`src/ddrms_map.svh`:
```
// Constants of the operating setting and its command decode
`ifndef DDRMS_MAP_SVH
`define DDRMS_MAP_SVH
// ============================================================
// Field positions of the operating setting
`define OPS_WIDTH      13
`define OPS_RESET      13'h0032
`define OPS_BC_LSB     0
`define OPS_BC_MSB     2
`define OPS_BT_BIT     3
`define OPS_RLS_LSB    4
`define OPS_RLS_MSB    6
`define OPS_TM_BIT     7
`define OPS_DLL_BIT    8
`define OPS_WR_LSB     9
`define OPS_WR_MSB     11
`define OPS_PDX_BIT    12
// ============================================================
// Field codes
`define BC_CODE4       3'h2
`define BC_CODE8       3'h3
`define RLS_CODE_MIN   3'h3
`define WR_CODE_OFFSET 4'h1
`define LAST_BEAT4     3'h3
`define LAST_BEAT8     3'h7
// ============================================================
// Pins and commands ({ras_n, cas_n, we_n} with cs_n low)
`define BANK_OPS       3'h0
`define AP_BIT         10
`define CMD_LOAD       3'h0
`define CMD_READ       3'h5
`define CMD_WRITE      3'h4
`define PIN_IDLE       20'hF0000
`endif

```
`src/ddrms_pkg.sv`:
```
// Types of the operating-setting block
package ddrms_pkg;
	typedef enum logic [1:0] {
		ST_IDLE,
		ST_LAT,
		ST_BURST,
		ST_RECOV
	} ddrms_state_t;
endpackage

```
`src/ddrms_core.sv`:
```
// Operating setting, burst ordering and latency timing of the memory die
`timescale 1ns/1ps
`include "ddrms_map.svh"
module ddrms_core
	import ddrms_pkg::*;
(
	input  wire logic        clk,                  // 100 MHz clock
	input  wire logic        resetn,               // Async reset, low
	input  wire logic        cs_n,                 // Chip select, low
	input  wire logic        ras_n,                // Row strobe, low
	input  wire logic        cas_n,                // Column strobe, low
	input  wire logic        we_n,                 // Write enable, low
	input  wire logic [12:0] addr,                 // Address / fields
	input  wire logic [2:0]  bank,                 // Bank / register select
	input  wire logic [2:0]  posted_extra_latency, // Added read delay
	output logic [12:0]      operating_setting,    // Stored setting
	output logic             burst_count8,         // Burst of eight
	output logic             interleaved,          // Interleaved order
	output logic [2:0]       read_latency_setting, // Latency clocks
	output logic [3:0]       write_latency,        // Total write latency
	output logic             latency_reserved,     // Bad latency code
	output logic             test_mode,            // Test mode entered
	output logic             dll_reset_pulse,      // Loop reset strobe
	output logic             slow_exit_sel,        // Slow power-down exit
	output logic             read_data_phase,      // Read beat this clock
	output logic             write_data_phase,     // Write beat this clock
	output logic [9:0]       burst_col,            // Column of this beat
	output logic             internal_precharge    // Write auto precharge strobe
);
	// ============================================================
	// Pin synchroniser
	logic [19:0]  pin_meta_reg;
	logic [19:0]  pin_sync_reg;
	logic [2:0]   cmd;
	logic         cmd_load;
	logic         cmd_rw;
	logic [12:0]  a_s;
	logic [2:0]   ba_s;

	always_ff @(posedge clk or negedge resetn) begin
		if (!resetn) begin
			pin_meta_reg <= `PIN_IDLE;
			pin_sync_reg <= `PIN_IDLE;
		end else begin
			pin_meta_reg <= {cs_n, ras_n, cas_n, we_n, bank, addr};
			pin_sync_reg <= pin_meta_reg;
		end
	end

	assign cmd  = pin_sync_reg[18:16];
	assign ba_s = pin_sync_reg[15:13];
	assign a_s  = pin_sync_reg[12:0];
	assign cmd_load = !pin_sync_reg[19] && (cmd == `CMD_LOAD);
	assign cmd_rw   = !pin_sync_reg[19] &&
		((cmd == `CMD_READ) || (cmd == `CMD_WRITE));

	// ============================================================
	// Field decode
	function automatic logic [3:0] lat_sum(input logic [2:0] pe,
		input logic [2:0] rs);
		lat_sum = {1'b0, pe} + {1'b0, rs};
	endfunction

	// Column of beat n inside the aligned block
	function automatic logic [2:0] col_of(input logic [2:0] st,
		input logic [2:0] n, input logic bl8, input logic il);
		logic [1:0] low;
		low = il ? (st[1:0] ^ n[1:0]) : 2'(st[1:0] + n[1:0]);
		col_of = {bl8 ? (st[2] ^ n[2]) : st[2], low};
	endfunction

	logic [12:0] ops_reg;
	logic        tm_reg;
	logic [3:0]  rl_total;
	logic [3:0]  wr_clocks;

	assign operating_setting    = ops_reg;
	assign test_mode            = tm_reg;
	assign burst_count8 = (ops_reg[`OPS_BC_MSB:`OPS_BC_LSB] == `BC_CODE8);
	assign interleaved  = ops_reg[`OPS_BT_BIT];
	assign read_latency_setting = ops_reg[`OPS_RLS_MSB:`OPS_RLS_LSB];
	assign latency_reserved = (read_latency_setting < `RLS_CODE_MIN);
	assign slow_exit_sel    = ops_reg[`OPS_PDX_BIT];
	assign rl_total = lat_sum(posted_extra_latency, read_latency_setting);
	assign write_latency = 4'(rl_total - 4'h1);
	assign wr_clocks = 4'({1'b0, ops_reg[`OPS_WR_MSB:`OPS_WR_LSB]}
		+ `WR_CODE_OFFSET);

	// ============================================================
	// Setting register; loads touch only this register, never the array
	always_ff @(posedge clk or negedge resetn) begin
		if (!resetn) begin
			ops_reg <= `OPS_RESET;
			tm_reg  <= 1'b0;
		end else if (cmd_load && ba_s == `BANK_OPS) begin
			if (a_s[`OPS_TM_BIT]) begin
				tm_reg <= 1'b1;
			end else begin
				ops_reg <= a_s;
				tm_reg  <= 1'b0;
			end
		end else if (ops_reg[`OPS_DLL_BIT]) begin
			ops_reg[`OPS_DLL_BIT] <= 1'b0;
		end
	end

	always_ff @(posedge clk or negedge resetn) begin
		if (!resetn) begin
			dll_reset_pulse <= 1'b0;
		end else begin
			dll_reset_pulse <= ops_reg[`OPS_DLL_BIT];
		end
	end

	a_dll_selfclear: assert property (@(posedge clk) disable iff (!resetn)
		ops_reg[`OPS_DLL_BIT] && !cmd_load
		|=> !ops_reg[`OPS_DLL_BIT] && dll_reset_pulse)
		else $error("loop reset bit did not clear with a pulse");
	a_hold_setting: assert property (@(posedge clk) disable iff (!resetn)
		!cmd_load |=> $stable(ops_reg[`OPS_PDX_BIT:`OPS_WR_LSB])
		&& $stable(ops_reg[`OPS_TM_BIT:0]))
		else $error("setting changed without a load");
	a_test_nostore: assert property (@(posedge clk) disable iff (!resetn)
		cmd_load && ba_s == `BANK_OPS && a_s[`OPS_TM_BIT]
		|=> tm_reg && $stable(ops_reg[`OPS_TM_BIT:0]))
		else $error("test mode load stored fields");
	a_bank_select: assert property (@(posedge clk) disable iff (!resetn)
		cmd_load && ba_s != `BANK_OPS && !ops_reg[`OPS_DLL_BIT]
		|=> $stable(ops_reg))
		else $error("other register load altered the setting");

	// ============================================================
	// Burst sequencer; one access is outstanding at a time, so a
	// command while busy is ignored (controller spacing assumed)
	ddrms_state_t state_reg;
	logic [3:0]   cnt_reg;
	logic [2:0]   beat_reg;
	logic [9:0]   start_reg;
	logic         wr_reg;
	logic         ap_reg;
	logic [2:0]   last_beat;

	assign last_beat = burst_count8 ? `LAST_BEAT8 : `LAST_BEAT4;

	always_ff @(posedge clk or negedge resetn) begin
		if (!resetn) begin
			state_reg <= ST_IDLE;
			cnt_reg   <= 4'h0;
			beat_reg  <= 3'h0;
			start_reg <= 10'h000;
			wr_reg    <= 1'b0;
			ap_reg    <= 1'b0;
		end else begin
			case (state_reg)
			ST_IDLE: begin
				if (cmd_rw) begin
					state_reg <= ST_LAT;
					start_reg <= a_s[9:0];
					wr_reg    <= (cmd == `CMD_WRITE);
					ap_reg    <= a_s[`AP_BIT];
					// Posted latency folds into the wait
					cnt_reg   <= (cmd == `CMD_WRITE) ?
						4'(write_latency - 4'h1) : 4'(rl_total - 4'h1);
				end
			end
			ST_LAT: begin
				if (cnt_reg == 4'h0) begin
					state_reg <= ST_BURST;
					beat_reg  <= 3'h0;
				end else begin
					cnt_reg <= 4'(cnt_reg - 4'h1);
				end
			end
			ST_BURST: begin
				beat_reg <= 3'(beat_reg + 3'h1);
				if (beat_reg == last_beat) begin
					if (wr_reg && ap_reg) begin
						state_reg <= ST_RECOV;
						cnt_reg   <= 4'(wr_clocks - 4'h2);
					end else begin
						state_reg <= ST_IDLE;
					end
				end
			end
			ST_RECOV: begin
				cnt_reg <= 4'(cnt_reg - 4'h1);
				if (cnt_reg == 4'h0) begin
					state_reg <= ST_IDLE;
				end
			end
			default: state_reg <= ST_IDLE;
			endcase
		end
	end

	always_ff @(posedge clk or negedge resetn) begin
		if (!resetn) begin
			internal_precharge <= 1'b0;
		end else begin
			internal_precharge <= (state_reg == ST_RECOV)
				&& (cnt_reg == 4'h0);
		end
	end

	// Block bits come from the start column; only the low bits walk
	assign burst_col = {start_reg[9:3],
		col_of(start_reg[2:0], beat_reg, burst_count8, interleaved)};
	assign read_data_phase  = (state_reg == ST_BURST) && !wr_reg;
	assign write_data_phase = (state_reg == ST_BURST) && wr_reg;

	// ============================================================
	// Checking helpers
	logic [3:0] since_reg;
	logic [3:0] exp_lat_reg;
	logic [3:0] since_last_reg;

	always_ff @(posedge clk or negedge resetn) begin
		if (!resetn) begin
			since_reg      <= 4'h0;
			exp_lat_reg    <= 4'h0;
			since_last_reg <= 4'h0;
		end else begin
			// Zero at the taking edge, so it equals the edges since then
			if (state_reg == ST_IDLE && cmd_rw) begin
				since_reg   <= 4'h0;
				exp_lat_reg <= (cmd == `CMD_WRITE) ? write_latency : rl_total;
			end else begin
				since_reg <= 4'(since_reg + 4'h1);
			end
			if (state_reg == ST_BURST && beat_reg == last_beat) begin
				since_last_reg <= 4'h1;
			end else begin
				since_last_reg <= 4'(since_last_reg + 4'h1);
			end
		end
	end

	a_data_latency: assert property (@(posedge clk) disable iff (!resetn)
		$rose(state_reg == ST_BURST) |-> since_reg == exp_lat_reg)
		else $error("first beat not at command edge plus latency");
	a_write_early: assert property (@(posedge clk) disable iff (!resetn)
		$rose(write_data_phase) |-> exp_lat_reg == 4'(rl_total - 4'h1))
		else $error("write latency not read latency minus one");
	a_burst_eight: assert property (@(posedge clk) disable iff (!resetn)
		$rose(state_reg == ST_BURST) && burst_count8
		|-> (state_reg == ST_BURST)[*8] ##1 (state_reg != ST_BURST))
		else $error("burst of eight has wrong beat count");
	a_burst_four: assert property (@(posedge clk) disable iff (!resetn)
		$rose(state_reg == ST_BURST) && !burst_count8
		|-> (state_reg == ST_BURST)[*4] ##1 (state_reg != ST_BURST))
		else $error("burst of four has wrong beat count");
	a_block_wrap: assert property (@(posedge clk) disable iff (!resetn)
		state_reg == ST_BURST |-> burst_col[9:3] == start_reg[9:3]
		&& (burst_count8 || burst_col[2] == start_reg[2]))
		else $error("burst left its aligned block");
	a_order_type: assert property (@(posedge clk) disable iff (!resetn)
		state_reg == ST_BURST |-> burst_col[2:0] == (interleaved ?
		(start_reg[2:0] ^ beat_reg) : 3'(start_reg[2:0] + beat_reg))
		|| (!interleaved && burst_col[1:0] ==
		2'(start_reg[1:0] + beat_reg[1:0])))
		else $error("beat column out of order");
	a_recovery_gap: assert property (@(posedge clk) disable iff (!resetn)
		$rose(internal_precharge) |-> since_last_reg == wr_clocks)
		else $error("precharge not recovery clocks after last beat");
endmodule // ddrms_core

```
`config.mk`:
```
export PLATFORM = sky130hd
export DESIGN_NAME = ddrms_core
export DESIGN_NICKNAME = d
export VERILOG_FILES = /design/src/ddrms_pkg.sv /design/src/ddrms_core.sv
export VERILOG_INCLUDE_DIRS = /design/src /design/src/src
export SDC_FILE = /design/constraint.sdc
export NUM_CORES = 1
export LEC_CHECK = 0
export BUFFER_PORTS_ARGS = -buffer_cell sky130_fd_sc_hd__buf_2
export CAP_MARGIN = 0
export CORE_MARGIN = 4
export CORE_UTILIZATION = 47
export DETAILED_ROUTE_END_ITERATION = 8
export HOLD_SLACK_MARGIN = 0.12
export PLACE_DENSITY = 0.7
export SLEW_MARGIN = 0
export SYNTH_ARGS = -nofsm -noshare
export SYNTH_HDL_FRONTEND = slang
export SYNTH_SLANG_ARGS = --single-unit
```
`constraint.sdc`:
```
create_clock -name clk -period 2.8 [get_ports clk]
set_input_delay 0 -clock clk [delete_from_list [all_inputs] [get_ports clk]]
set_output_delay 0 -clock clk [all_outputs]
set_load 0.02 [all_outputs]
```
==> impl_metrics.toml, run 1 <==
[yosys]
synth_seq_cells = 76
synth_edf_count = 0
synthXorXnorAreaFrac_pct = 3.78
synth_top_family_by_area = "multiplexers"
synth_nets = 262
synthSimpleGateAreaFrac_pct = 7.64
synthAdderAreaFrac_pct = 4.82
synthCells = 226
netlist_area_um2 = 3010
seq_area_frac_synth_pct = 63.6
synth.area.mux_share_pct = 8.06
ys_warn_count = 0
synth_top_area_cell = "dfrtp_1"
ys_async_sr_fraction_pct = 100
synth-compound-area-share_pct = 5.61
syn_area_per_cell_um2 = 13.3
synth_area_leaders = "dfrtp_1 54%, dfstp_2 9.6%, mux2_2 6.7%, ha_1 4.2%, buf_4 3.2%"
synth_top_area_share_pct = 54.0
netlist-cell-type-count = 41
synthFlopType = "dfrtp_1"

[hold_path]
hold_path_class = "in2reg"

[worst_setup_path]
setup.worst_path.class = "reg2reg"
slowest_stage = "dfstp_2"
crit_top_cell = "inv_1"
cp_top_family = "adder cells"
worstPathArrival_ns = 2.75
path_cells = "inv_1 -> ha_1 -> inv_1 -> ha_1 -> inv_1 -> fa_1 -> xnor2_1 -> xor2_1 -> a2111oi_2 -> a311o_2"
r2r_end = "cnt_reg[3]"
cp-startpoint = "operating_setting[5]"
rrSetupSlack_ns = 0.28
r2r-start = "operating_setting[5]"
cp-endpoint = "cnt_reg[3]"
worstRegToRegCells = 10
crit_buf_inv = 3
cp_max_fo = 4
slowest_delay_ns = 0.55
crit_path_start_kind = "flop"
cp-end-kind = "flop"
critical_path_cell_count = 10
critPathRequiredTime_ns = 3.03

[clocking]
cts-buffers-inserted = 9
cts_tree = "done"
cts_resized = 0
insertion_delay_ns = 0.34
clkSinkCount = 76
clk_pin_slew_ns = 0.08
cts.htree.levels = 3
cts_root_buf = "clkbuf_8"
clockBufferDepth = 2

[pwr]
cellLeakagePower_nw = 1.82
power_density_nw_per_um2 = 845
vdd_drop_max_mv = 0.597

[routing]
totalWireLength_um = 5490
antenna_left = 0
wl_per_cell_um = 14.3
drtPass1Iterations = 4
vias_per_cell = 4.83
drtIter0Drc = 60
route.detailed.drc = 0
num_vias = 1861

[die]
row_count = 28
core_area_um2 = 6060
die_width_um = 88.1
die_y_um = 88.1
start_util_pct = 49.7
ioPinCount = 64
die_area_um2 = 7760

[grt]
overflow = 0
grt_pass1_wl_um = 9520
first_global_vias = 1971
grt_max_degree = 77
track_usage_pct = 16.6
antenna_found_initial = 0

[timing]
worst_pin_slew_ns = 0.899
period_share_pct = 89.9
fin_worst_skew_ns = 0.00559
grt_setup_unrepaired = "false"
finalSetupTns_ns = 0
period_needed_ns = 2.52
max_freq_mhz = 397
relSlewSlack_pct = 40.1
slew_violations = 0
setup_viol = 0
timing.final.ws_setup_ns = 0.281
hold_viol_final = 0

[placed_design]
place.gp.congestion = 0.822
dpl_worst_slack_ns = 0.262
place.detailed.hpwl_um = 3700
io_buffer_count = 62

[layout]
n_antenna_cell = 0
area_delta_synth_final_pct = 23.5
drive_gt1_share_pct = 38.1
layout.cells.most_common_list = "65 x dfrtp_1, 61 x buf_2, 21 x dlygate4sd3_1"
final_nets = 341
layout.core_utilization_pct = 61.4
layout_commonest_cell = "dfrtp_1"

[outcome]
status = "finished clean"

[job]
cap_violations = 0
-- cell usage after synthesis, types with 2 or more instances --
| master | number |
|---|---|
| nor2_1 | 7 |
| o21ai_0 | 11 |
| nor3_1 | 4 |
| dfrtp_1 | 65 |
| nand4_1 | 2 |
| nand3_1 | 3 |
| dfstp_2 | 11 |
| inv_1 | 18 |
| and3_1 | 2 |
| nand2_1 | 13 |
| mux2_2 | 18 |
| mux2i_1 | 4 |
| buf_2 | 4 |
| a21oi_1 | 4 |
| ha_1 | 10 |
| xor2_1 | 5 |
| xnor2_1 | 8 |
| buf_4 | 13 |
| nand2b_1 | 2 |
-- layout make-up --
type / count / area [µm²]
well taps: 75 / 93.8
inverters: 19 / 71.3
flip-flops and latches: 76 / 1920
multi-input cells: 113 / 905
fillers: 494 / 2340
repair buffers: 86 / 546
clock inverters: 6 / 63.8
clock buffers: 10 / 128
-- repair_timing --
item | in CTS | in global routing
hold endpoints to repair | 85 | 0
buffers inserted | 0 | 0
setup endpoints to repair | 0 | 0
hold buffers | 21 | 0
-- where the power goes --
part / switching (W) / internal (W) / total, W
clock: 0.000396 / 0.000412 / 0.000807
combinational: 0.000468 / 0.000391 / 0.000859
sequential: 0.000182 / 0.00130 / 0.00148
total: 0.00105 / 0.00210 / 0.00314
-- kinds of logic after synthesis --
kind of cell    after synthesis
mux                          22
other cells                   1
buf+inv                      37
xor+xnor                     13
simple gates                 41
compound gates               25
flops                        76
fa+ha+maj                    11
-- routing by layer --
layer	global-route usage [%]	wire length (µm)
met1	20.9	2270
met2	26.6	2870
met3	5.64	256
met4	6.18	94
met5	0	0
-- through the flow --
stage	power, W	hold slack [ns]	std cells	instance area [µm²]
CTS	0.00319	0.275	385	3720
detailed placement	0.00235	0.106	348	3320
finish	0.00314	0.295	385	3720
global route	0.00338	0.282	385	3720
floorplan	0.00215	-0.296	226	3010
global placement	0.00232	0.105	348	3320
-- worst min path at each step --
stage,from,end,slack [ns],cells past startpoint
after detailed placement,ras_n,pin_meta_reg[18],0.11,1
after global routing,we_n,pin_meta_reg[16],0.28,2
after global placement,ras_n,pin_meta_reg[18],0.11,1
final,addr[8],pin_meta_reg[8],0.29,2
after CTS,bank[2],pin_meta_reg[15],0.28,2
after floorplan,resetn,ap_reg,-0.30,0
-- worst register-to-register path, cell delays in order, from the launching register on --
cell       delay (ns)
dfstp_2          0.55
inv_1            0.06
ha_1             0.27
inv_1            0.06
ha_1             0.14
inv_1            0.05
fa_1             0.37
xnor2_1          0.26
xor2_1           0.21
a2111oi_2        0.09
a311o_2          0.36
(Power assumes the default switching activity.)
==> run 2, diff against run 1 <==
REMOVE_ABC_BUFFERS = 1   (was unset)
SLEW_MARGIN = 20   (was 0)
==> run 2 against run 1 <==
  * Combinational power increased by 5.0%
  * Non-clock buffer count increased by 1
  * Hold slack about the same
  * Wire length decreased by 3.4%
  * First-iteration DRC count increased by 17%
  * Count of clock-buffer cells in the layout unchanged
  * Sequential power about the same
  * Setup slack got worse by 0.029 ns
  * Largest power group unchanged
  * Highest routed layer unchanged
==> impl_metrics.toml, run 2 (synthesis results as in run 1) <==
[clocking]
insertion_delay_ns = 0.34
clkSinkCount = 76
cts_resized = 0
clockBufferDepth = 2
cts_root_buf = "clkbuf_8"
post_cts_buffers = 0
cts_tree = "done"
cts-buffers-inserted = 9
clk_pin_slew_ns = 0.08
cts.htree.levels = 3

[routing]
totalWireLength_um = 5300
num_vias = 1840
wl_per_cell_um = 13.7
vias_per_cell = 4.77
drtIter0Drc = 70
route.detailed.drc = 0
drtPass1Iterations = 4
antenna_left = 0

[timing]
worst_pin_slew_ns = 0.904
relSlewSlack_pct = 39.7
grt_setup_unrepaired = "false"
period_needed_ns = 2.55
period_share_pct = 91.0
setup_viol = 0
fin_worst_skew_ns = 0.00954
slew_violations = 0
timing.final.ws_setup_ns = 0.253
finalSetupTns_ns = 0
hold_viol_final = 0
max_freq_mhz = 393

[pwr]
power_density_nw_per_um2 = 851
cellLeakagePower_nw = 1.84
power_w = 0.00318
vdd_drop_max_mv = 0.568

[die]
start_util_pct = 49.7
die_area_um2 = 7760
die_width_um = 88.1
ioPinCount = 64
row_count = 28
die_y_um = 88.1
core_area_um2 = 6060

[worst_setup_path]
worstPathArrival_ns = 2.77
setup.worst_path.class = "reg2reg"
crit_path_start_kind = "flop"
critPathRequiredTime_ns = 3.02
cp-end-kind = "flop"
cp_max_fo = 4

[placed_design]
placed_cell_area_um2 = 3330
place.gp.congestion = 0.796
dpl_worst_slack_ns = 0.330
io_buffer_count = 62
place.detailed.hpwl_um = 3620

[layout]
layout.core_utilization_pct = 61.7
stdcell_area_um2 = 3740
area_delta_synth_final_pct = 24.1
layout_commonest_cell = "dfrtp_1"
layout.cells.most_common_list = "65 x dfrtp_1, 61 x buf_2, 21 x dlygate4sd3_1"
n_antenna_cell = 0
drive_gt1_share_pct = 38.6
final_nets = 342

[grt]
track_usage_pct = 15.4
grt_pass1_wl_um = 8980
overflow = 0
grt_max_degree = 77
antenna_found_initial = 0
first_global_vias = 1844

[outcome]
status = "finished clean"

[hold_path]
hold_path_class = "in2reg"

[job]
cap_violations = 0
## run 2: changes by cell type in the layout (fill, tap and decap cells not counted), sizes merged
cell | previous run | this run
clkinv | 3 | 5
clkinvlp | 2 | 0
buf | 65 | 66
## run 2: path summary, 6_finish.rpt
path | cells past startpoint | start | to | slack (ns)
max in group asynchronous | 2 | resetn | cnt_reg[2] | 1.88
min in group asynchronous | 2 | resetn | start_reg[5] | 0.33
worst max-delay path | 10 | operating_setting[5] | cnt_reg[3] | 0.25
worst max register to register | 10 | operating_setting[5] | cnt_reg[3] | 0.25
worst min-delay path | 2 | cas_n | pin_meta_reg[17] | 0.30
worst min register to register | 0 | pin_meta_reg[6] | pin_sync_reg[6] | 0.35
## run 2: routing by layer
layer	GRT usage, %	wire (µm)
met5	0	0
met4	7.97	148
met3	3.39	210
met2	24.6	2700
met1	19.8	2240
## run 2: report_power, final
group | switching (W) | internal (W) | leakage (nW) | total, W
sequential | 0.000154 | 0.00130 | 0.909 | 0.00145
combinational | 0.000501 | 0.000401 | 0.823 | 0.000902
clock | 0.000392 | 0.000436 | 0.106 | 0.000828
## run 2: cell type report
type / instances / area [µm²]
Clock inverter: 6 / 62.6
Clock buffer: 10 / 138
Tap cell: 75 / 93.8
Timing Repair Buffer: 87 / 553
Inverter: 19 / 71.3
Sequential cell: 76 / 1920
Multi-Input combinational cell: 113 / 905
Fill cell: 492 / 2320
## run 2: repair_timing
item                       4_1_cts  5_1_grt
hold buffers                    21        0
setup endpoints to repair        0        0
hold endpoints to repair        85        0
## run 2: worst max-delay path, stage by stage, from the launching register on
cell,delay [ns]
dfstp_2,0.55
inv_1,0.06
ha_1,0.26
inv_1,0.05
ha_1,0.14
inv_1,0.05
fa_1,0.51
nand4_1,0.14
xor2_1,0.21
a2111oi_2,0.09
a311o_2,0.35
## run 2: stage by stage
stage | cells | hold slack, ns
6_report | 386 | 0.295
5_1_grt | 386 | 0.291
4_1_cts | 386 | 0.280
3_5_place_dp | 349 | 0.106
3_3_place_gp | 349 | 0.106
2_1_floorplan | 208 | -0.296
